<file path="src/rtl/ecrec_pkg.sv">
// Purpose: constants for the exception cause recorder
// Assumes: 32-bit register port, bit 0 is the most significant bit of a word
// Notes: offsets of the register port are local choices

package ecrec_pkg;

  // ----------------------------------------
  // register port
  // ----------------------------------------
  localparam int ECREC_ADDR_W = 4;
  localparam logic [3:0] ECREC_OFF_CAUSE = 4'h0;
  localparam logic [3:0] ECREC_OFF_MASK = 4'h4;
  localparam logic [3:0] ECREC_OFF_DBGCTL = 4'h8;
  localparam logic [31:0] ECREC_CAUSE_RESET = 32'h0000_0000;
  localparam logic [31:0] ECREC_MASK_RESET = 32'h0000_0000;
  localparam logic [2:0] ECREC_DBGCTL_RESET = 3'h0;

  // ----------------------------------------
  // cause bit positions, numbered from the msb
  // ----------------------------------------
  localparam int ECREC_B_RESET = 1;
  localparam int ECREC_B_CHECKSTOP = 2;
  localparam int ECREC_B_MCHECK = 3;
  localparam int ECREC_B_OUTSIDE = 6;
  localparam int ECREC_B_ALIGN = 7;
  localparam int ECREC_B_PROGRAM = 8;
  localparam int ECREC_B_FPUNAVAIL = 9;
  localparam int ECREC_B_DECR = 10;
  localparam int ECREC_B_SYSCALL = 13;
  localparam int ECREC_B_TRACE = 14;
  localparam int ECREC_B_FPASSIST = 15;
  localparam int ECREC_B_EMUL = 17;
  localparam int ECREC_B_IPROT = 19;
  localparam int ECREC_B_DPROT = 21;

  // implemented bits, msb-numbered positions mapped to lsb index 31-n
  localparam logic [31:0] ECREC_IMPL_MASK = 32'h73E7_5400;

  // debug control bits
  localparam int ECREC_DC_ENABLE = 0;
  localparam int ECREC_DC_IPROT_EN = 1;
  localparam int ECREC_DC_DPROT_EN = 2;

endpackage

</file>
<file path="src/rtl/ecrec_top.sv">
// Purpose: records the cause of each exception or event seen by the core
// Assumes: event inputs are synchronous single-cycle or level requests
// Notes: a read of the cause word clears it; set wins over that clear
//
// The plain strobed port and the placing of the registers were chosen for this implementation.

`timescale 1ns/10ps

// Behaviour
// - the reset-cause flag at bit 1 is set whenever the system reset pin is asserted.
// - the checkstop flag at bit 2 is set when the core enters checkstop.
// - the machine check flag at bit 3 is set on machine checks not caused by storage errors.
// - the outside interrupt flag at bit 6 is set while the external interrupt is asserted.
// - the alignment fault flag at bit 7 is set on an alignment exception.
// - the program fault flag at bit 8 is set on a program exception.
// - the float unavailable flag sits at bit 9 and is set by its own exception input.
// - the decrementer flag at bit 10 is set on a decrementer exception.
// - the system call flag at bit 13 is set on a system call exception.
// - the single step or branch flag at bit 14 is set in single-step or branch trace mode.
// - the float assist flag at bit 15 is set on a floating point assist exception.
// - the emulation trap flag at bit 17 is set on a software emulation exception.
// - an instruction protection error sets bit 19 and asks for debug entry only if enabled.
// - a data protection error sets bit 21 and asks for debug entry only if enabled.
module ecrec_top
  import ecrec_pkg::*;
(
  input wire logic clk,
  input wire logic rst_n,
  input wire logic [ECREC_ADDR_W-1:0] reg_addr,
  input wire logic [31:0] reg_wdata,
  input wire logic reg_write,
  input wire logic reg_read,
  output logic [31:0] reg_rdata,
  input wire logic sys_reset_pin,
  input wire logic checkstop_entry,
  input wire logic machine_check,
  input wire logic mcheck_storage_err,
  input wire logic outside_interrupt,
  input wire logic alignment_fault,
  input wire logic program_fault,
  input wire logic float_unavailable,
  input wire logic decrementer_exc,
  input wire logic system_call,
  input wire logic single_step_mode,
  input wire logic branch_trace_mode,
  input wire logic float_assist,
  input wire logic emulation_trap,
  input wire logic instr_protection_error,
  input wire logic data_protection_error,
  output logic debug_entry_req,
  output logic irq
);

  // ----------------------------------------
  // reset release
  // ----------------------------------------
  logic rst_meta;
  logic rst_sync_n;

  // two flip-flops release the asynchronous reset
  always_ff @(posedge clk or negedge rst_n)
  begin
    if (!rst_n)
    begin
      rst_meta <= 1'b0;
      rst_sync_n <= 1'b0;
    end
    else
    begin
      rst_meta <= 1'b1;
      rst_sync_n <= rst_meta;
    end
  end

  // ----------------------------------------
  // helpers
  // ----------------------------------------
  // msb-numbered bit n becomes a one-hot word
  function automatic logic [31:0] ecrec_bit(input int n);
    logic [31:0] w;
    w = 32'h0000_0000;
    w[31-n] = 1'b1;
    return w;
  endfunction

  // ----------------------------------------
  // event collection
  // ----------------------------------------
  wire logic mcheck_counted;
  wire logic trace_active;
  wire logic [31:0] event_word;

  assign mcheck_counted = machine_check & ~mcheck_storage_err;
  assign trace_active = single_step_mode | branch_trace_mode;

  // each event source lands on its own cause position, except the two trace modes, which share bit 14
  assign event_word =
    ({32{sys_reset_pin}} & ecrec_bit(ECREC_B_RESET))
    | ({32{checkstop_entry}} & ecrec_bit(ECREC_B_CHECKSTOP))
    | ({32{mcheck_counted}} & ecrec_bit(ECREC_B_MCHECK))
    | ({32{outside_interrupt}} & ecrec_bit(ECREC_B_OUTSIDE))
    | ({32{alignment_fault}} & ecrec_bit(ECREC_B_ALIGN))
    | ({32{program_fault}} & ecrec_bit(ECREC_B_PROGRAM))
    | ({32{float_unavailable}} & ecrec_bit(ECREC_B_FPUNAVAIL))
    | ({32{decrementer_exc}} & ecrec_bit(ECREC_B_DECR))
    | ({32{system_call}} & ecrec_bit(ECREC_B_SYSCALL))
    | ({32{trace_active}} & ecrec_bit(ECREC_B_TRACE))
    | ({32{float_assist}} & ecrec_bit(ECREC_B_FPASSIST))
    | ({32{emulation_trap}} & ecrec_bit(ECREC_B_EMUL))
    | ({32{instr_protection_error}} & ecrec_bit(ECREC_B_IPROT))
    | ({32{data_protection_error}} & ecrec_bit(ECREC_B_DPROT));

  // ----------------------------------------
  // register decode
  // ----------------------------------------
  logic [31:0] exception_cause_flags;
  logic [31:0] irq_mask;
  logic [2:0] debug_ctl;
  wire logic sel_cause;
  wire logic sel_mask;
  wire logic sel_dbg;
  wire logic cause_read;
  wire logic [31:0] next_cause;
  wire logic [31:0] next_rdata;
  wire logic next_debug_req;
  wire logic next_irq;
  wire logic [31:0] next_mask;

  assign sel_cause = (reg_addr == ECREC_OFF_CAUSE);
  assign sel_mask = (reg_addr == ECREC_OFF_MASK);
  assign sel_dbg = (reg_addr == ECREC_OFF_DBGCTL);
  assign cause_read = reg_read & sel_cause;

  // flags are sticky; a read clears them but a same-cycle event survives
  assign next_cause = ((cause_read ? 32'h0000_0000 : exception_cause_flags)
    | event_word) & ECREC_IMPL_MASK;

  // read data mux, unmapped addresses read zero
  assign next_rdata = sel_cause ? exception_cause_flags :
    sel_mask ? irq_mask :
    sel_dbg ? {29'h0, debug_ctl} : 32'h0000_0000;

  // debug entry only when globally enabled and the matching enable is set
  assign next_debug_req = debug_ctl[ECREC_DC_ENABLE]
    & ((instr_protection_error & debug_ctl[ECREC_DC_IPROT_EN])
    | (data_protection_error & debug_ctl[ECREC_DC_DPROT_EN]));

  // mask as it stands after this edge, so irq never lags a mask write
  assign next_mask = (reg_write && sel_mask) ? (reg_wdata & ECREC_IMPL_MASK) : irq_mask;
  assign next_irq = |(next_cause & next_mask);

  // ----------------------------------------
  // registers
  // ----------------------------------------
  // cause flags
  always_ff @(posedge clk or negedge rst_sync_n)
  begin
    if (!rst_sync_n)
      exception_cause_flags <= ECREC_CAUSE_RESET;
    else
      exception_cause_flags <= next_cause;
  end

  // software-written mask and debug control
  always_ff @(posedge clk or negedge rst_sync_n)
  begin
    if (!rst_sync_n)
    begin
      irq_mask <= ECREC_MASK_RESET;
      debug_ctl <= ECREC_DBGCTL_RESET;
    end
    else if (reg_write)
    begin
      if (sel_mask)
        irq_mask <= reg_wdata & ECREC_IMPL_MASK;
      if (sel_dbg)
        debug_ctl <= reg_wdata[2:0];
    end
  end

  // registered outputs
  always_ff @(posedge clk or negedge rst_sync_n)
  begin
    if (!rst_sync_n)
    begin
      reg_rdata <= 32'h0000_0000;
      debug_entry_req <= 1'b0;
      irq <= 1'b0;
    end
    else
    begin
      reg_rdata <= reg_read ? next_rdata : 32'h0000_0000;
      debug_entry_req <= next_debug_req;
      irq <= next_irq;
    end
  end

  // ----------------------------------------
  // checks
  // ----------------------------------------
  property p_reset_flag;
    @(posedge clk) disable iff (!rst_sync_n)
    sys_reset_pin |=> exception_cause_flags[31-ECREC_B_RESET];
  endproperty
  a_reset_flag: assert property (p_reset_flag)
    else $error("reset cause flag not set");

  property p_checkstop_flag;
    @(posedge clk) disable iff (!rst_sync_n)
    checkstop_entry |=> exception_cause_flags[31-ECREC_B_CHECKSTOP];
  endproperty
  a_checkstop_flag: assert property (p_checkstop_flag)
    else $error("checkstop flag not set");

  property p_mcheck_storage;
    @(posedge clk) disable iff (!rst_sync_n)
    (machine_check && mcheck_storage_err && !exception_cause_flags[31-ECREC_B_MCHECK]
      && !(reg_write && sel_cause)) |=> !exception_cause_flags[31-ECREC_B_MCHECK];
  endproperty
  a_mcheck_storage: assert property (p_mcheck_storage)
    else $error("storage machine check set its flag");

  property p_mcheck_flag;
    @(posedge clk) disable iff (!rst_sync_n)
    (machine_check && !mcheck_storage_err) |=> exception_cause_flags[31-ECREC_B_MCHECK];
  endproperty
  a_mcheck_flag: assert property (p_mcheck_flag)
    else $error("machine check flag not set");

  property p_outside_flag;
    @(posedge clk) disable iff (!rst_sync_n)
    outside_interrupt |=> exception_cause_flags[31-ECREC_B_OUTSIDE];
  endproperty
  a_outside_flag: assert property (p_outside_flag)
    else $error("outside interrupt flag not set");

  property p_trace_flag;
    @(posedge clk) disable iff (!rst_sync_n)
    (single_step_mode || branch_trace_mode) |=> exception_cause_flags[31-ECREC_B_TRACE];
  endproperty
  a_trace_flag: assert property (p_trace_flag)
    else $error("trace flag not set");

  property p_iprot_debug;
    @(posedge clk) disable iff (!rst_sync_n)
    (instr_protection_error && debug_ctl[ECREC_DC_ENABLE] && debug_ctl[ECREC_DC_IPROT_EN])
      |=> debug_entry_req && exception_cause_flags[31-ECREC_B_IPROT];
  endproperty
  a_iprot_debug: assert property (p_iprot_debug)
    else $error("instruction protection error not handled");

  property p_dprot_debug;
    @(posedge clk) disable iff (!rst_sync_n)
    (data_protection_error && debug_ctl[ECREC_DC_ENABLE] && debug_ctl[ECREC_DC_DPROT_EN])
      |=> debug_entry_req && exception_cause_flags[31-ECREC_B_DPROT];
  endproperty
  a_dprot_debug: assert property (p_dprot_debug)
    else $error("data protection error not handled");

  property p_no_debug_disabled;
    @(posedge clk) disable iff (!rst_sync_n)
    !debug_ctl[ECREC_DC_ENABLE] |=> !debug_entry_req;
  endproperty
  a_no_debug_disabled: assert property (p_no_debug_disabled)
    else $error("debug entry while debug disabled");

  property p_reserved_zero;
    @(posedge clk) disable iff (!rst_sync_n)
    (exception_cause_flags & ~ECREC_IMPL_MASK) == 32'h0000_0000;
  endproperty
  a_reserved_zero: assert property (p_reserved_zero)
    else $error("reserved cause bit set");

  property p_sticky;
    @(posedge clk) disable iff (!rst_sync_n)
    (exception_cause_flags[31-ECREC_B_ALIGN] && !cause_read)
      |=> exception_cause_flags[31-ECREC_B_ALIGN];
  endproperty
  a_sticky: assert property (p_sticky)
    else $error("alignment flag lost without a read");

  property p_read_returns;
    @(posedge clk) disable iff (!rst_sync_n)
    cause_read |=> reg_rdata == $past(exception_cause_flags);
  endproperty
  a_read_returns: assert property (p_read_returns)
    else $error("cause read returned wrong data");

  property p_align_flag;
    @(posedge clk) disable iff (!rst_sync_n)
    alignment_fault |=> exception_cause_flags[31-ECREC_B_ALIGN];
  endproperty
  a_align_flag: assert property (p_align_flag)
    else $error("alignment flag not set");

  property p_fpunavail_flag;
    @(posedge clk) disable iff (!rst_sync_n)
    float_unavailable |=> exception_cause_flags[31-ECREC_B_FPUNAVAIL];
  endproperty
  a_fpunavail_flag: assert property (p_fpunavail_flag)
    else $error("float unavailable flag not set");

  property p_irq_level;
    @(posedge clk) disable iff (!rst_sync_n)
    irq == (|(exception_cause_flags & irq_mask));
  endproperty
  a_irq_level: assert property (p_irq_level)
    else $error("irq does not follow unmasked flags");

  property p_debug_cause;
    @(posedge clk) disable iff (!rst_sync_n)
    debug_entry_req |-> $past(instr_protection_error || data_protection_error);
  endproperty
  a_debug_cause: assert property (p_debug_cause)
    else $error("debug entry without a protection error");

  property p_rdata_idle;
    @(posedge clk) disable iff (!rst_sync_n)
    !reg_read |=> reg_rdata == 32'h0000_0000;
  endproperty
  a_rdata_idle: assert property (p_rdata_idle)
    else $error("read data not zero outside a read");

endmodule

</file>
<file path="config.mk">
export PLATFORM = sky130hd
export DESIGN_NAME = ecrec_top
export DESIGN_NICKNAME = d
export VERILOG_FILES = /design/src/rtl/ecrec_pkg.sv /design/src/rtl/ecrec_top.sv
export SDC_FILE = /design/constraint.sdc
export NUM_CORES = 1
export LEC_CHECK = 0
export ABC_CLOCK_PERIOD_IN_PS = 2000
export BUFFER_PORTS_ARGS = -buffer_cell sky130_fd_sc_hd__buf_4
export CAP_MARGIN = 40
export CORE_ASPECT_RATIO = 1.75
export CORE_MARGIN = 2
export CORE_UTILIZATION = 40
export DETAILED_ROUTE_END_ITERATION = 10
export PLACE_DENSITY = 0.75
export SYNTH_ARGS = -nofsm -noshare
export SYNTH_HDL_FRONTEND = slang
export SYNTH_SLANG_ARGS = --single-unit
</file>
<file path="constraint.sdc">
create_clock -name clk -period 2 [get_ports clk]
set_input_delay 0.4 -clock clk [delete_from_list [all_inputs] [get_ports clk]]
set_output_delay 0.4 -clock clk [all_outputs]
set_load 0.005 [all_outputs]
</file>
==> flow_metrics.tcl <==
set metrics [dict create \
    cts_sinks 52 \
    yosysMostFrequentCell "dfrtp_1" \
    status "complete, no violations" \
    p_comb_share_pct 13.2 \
    syn_inst 144 \
    cts_buffers 5 \
    cp-start-kind "input port" \
    io_pins 90 \
    cellPowerDensity_nw_per_um2 823 \
    cts_root_buf "clkbuf_8" \
    dp_hpwl_um 2920 \
    synth_flop_cell "dfrtp_1" \
    power_switching_uw 480 \
    vias_per_cell 4.87 \
    n_antenna_cell 0 \
    period_share_pct 96.9 \
    initial_core_util_pct 41.3 \
    io_buffers 59 \
    drv_cap 0 \
    yosys.area.top_type_share_pct 63.4 \
    setup_viol 0 \
    synth_edf_count 0 \
    timing.final.crit_period_ps 1940 \
    drive_gt1_share_pct 47.2 \
    ir_drop_mv 0.534 \
    final_hold_viol_count 0 \
    cts_tree "built" \
    critPathMaxFanout 11 \
    stdcell_count 272 \
    hold_class "reg2async" \
    wire_per_inst_um 14.4 \
    arrival_ps 2100 \
    grt_pass1_vias 1368 \
    final_util_pct 55.0 \
    drcViolationCount 0 \
    path_clk_slew_ps 90 \
    switching_share_pct 21.3 \
    synth_top_cell_by_area "dfrtp_1" \
    seqPwrFrac_pct 53.4 \
    fmax_ghz 0.516 \
    grt_max_degree 32 \
    worst_setup_path_end_kind "flip-flop" \
    internal_power_uw 1770 \
    place_congestion 0.742 \
    insertion_delay_ps 290 \
    clk_path_buf_depth 2 \
    die_area_um2 5740 \
    yosys-top-cells-area "dfrtp_1 63%, mux2_2 8.8%, a22o_1 6.0%" \
    antenna_found_initial 0 \
    rr_startpoint "irq_mask[16]" \
    p_leak_uw 0.00132 \
    num_vias 1324 \
    nets 273 \
    die_x_um 58.2 \
    yosys-top-cells-count "52 x dfrtp_1, 16 x mux2_2, 15 x buf_4" \
    wirelength_um 3910 \
    yosysWarnings 0 \
    placedCellCount 263 \
    grt_use_total_pct 14.6 \
    grt_pass1_wl_um 6260 \
    slew_viol_final 0 \
    clockPowerShare_pct 33.4 \
    syn-cell-area_um2 2050 \
    synth_seq_cells 52 \
    grt_overflow 0 \
    row_count 34 \
    worstSetupPathType "in2reg" \
    rsz0062_at_grt "false" \
    cp-startpoint "reg_addr[1]" \
    drtPass1Iterations 3 \
    synth_cell_type_count 25 \
    die_h_um 98.8 \
    synth_area_per_cell_um2 14.3 \
    post-cts-setup-buffers 0 \
    area_growth_pct 33.3 \
    postRouteAntennaNets 0 \
    drt-initial-drc-count 14 \
    p_total_uw 2250 \
    worstPathRequired_ps 2160 \
    ys_seq_area_share_pct 63.4 \
    fin_worst_skew_ps 2.98 \
    core_um2 4980 \
    htreeDepth 2 \
    ys_async_sr_fraction_pct 100 \
]
-- cell families (layout without fill, tap and decap cells) --
group | after synthesis | count (layout) | share of synthesized area (%)
buf+inv | 23 | 83 | 7.37
other cells | 2 | 16 | 0.366
flops | 52 | 52 | 63.4
mux | 17 | 17 | 9.26
compound gates | 36 | 36 | 14.7
simple gates | 14 | 14 | 4.88
-- metrics by stage --
step                      TNS [ps]  worst slack (ps)  cell area, um^2  hold slack (ps)
final                            0              61.1             2740              217
after floorplan              -32.8             -32.8             2110              104
after CTS                        0              40.9             2730              233
after global placement        -297              -297             2590              183
after global routing             0              8.75             2740              266
after detailed placement      -325              -325             2590              184
-- worst max-delay path, stage by stage --
cell and delay [ps]:
buf_4 110, or3b_4 380, or3_4 370, buf_4 200, a21o_1 190, a22oi_2 150
nand4_1 110, nand4b_1 190
-- routing by layer --
metal / wire length (um) / GRT usage [%]
met2: 2230 / 26.0
met4: 46 / 5.37
met1: 1440 / 16.7
met5: 0 / 0
met3: 196 / 3.02
-- power by group through the flow --
stage / Clock [uW] / Sequential (uW) / Combinational, uW
after floorplan: 0 / 1220 / 180
after global placement: 0 / 1220 / 293
after detailed placement: 0 / 1230 / 299
after CTS: 776 / 1200 / 301
after global routing: 823 / 1220 / 327
final: 751 / 1200 / 297
-- worst paths after layout --
check / to / slack, ps / depth (start not counted)
max in group asynchronous: exception_cause_flags[17] / 1280 / 1
max reg2reg: irq / 640 / 4
min reg2reg: exception_cause_flags[30] / 220 / 0
max: irq / 60 / 8
min in group clk: exception_cause_flags[29] / 310 / 2
min: exception_cause_flags[30] / 220 / 0
-- state kept, by name (all words and copies together), names as in the netlist --
| register | flops |
|---|---|
| debug_entry_req | 1 |
| exception_cause_flags | 14 |
| rst_sync_n | 1 |
| rst_meta | 1 |
| irq_mask | 14 |
| debug_ctl | 3 |
| reg_rdata | 17 |
| irq | 1 |
-- layout make-up --
cell class / count / area [um^2]
fillers: 422 / 2240
flip-flops and latches: 52 / 1300
multi-input cells: 83 / 674
repair buffers: 72 / 556
clock buffers: 7 / 96.3
well taps: 54 / 67.6
clock inverters: 1 / 30.0
inverters: 3 / 11.3
-- cells in the final DEF (no fill, tap or decap), drive strengths merged --
| cell type | instances |
|---|---|
| conb | 16 |
| a21o | 12 |
| o2bb2a | 1 |
| a211o | 1 |
| or3b | 1 |
| nor3b | 3 |
| or3 | 1 |
| bufinv | 1 |
| dfrtp | 52 |
| nor2b | 1 |
| buf | 71 |
| nor3 | 1 |
| nand3b | 2 |
| clkbuf | 7 |
| mux2i | 1 |
| mux2 | 16 |
| a2bb2oi | 1 |
| a22oi | 7 |
| a22o | 14 |
| inv | 3 |
| nand4 | 1 |
| dlygate4sd3 | 1 |
| nand4b | 1 |
| and2 | 3 |
-- what timing repair did --
action,4_1_cts,5_1_grt
endpoints found under the hold margin,2,0
hold buffers,1,0
endpoints found under the setup margin,1,1
gates resized for setup,1,1
Power figures use the tool's default switching activity.
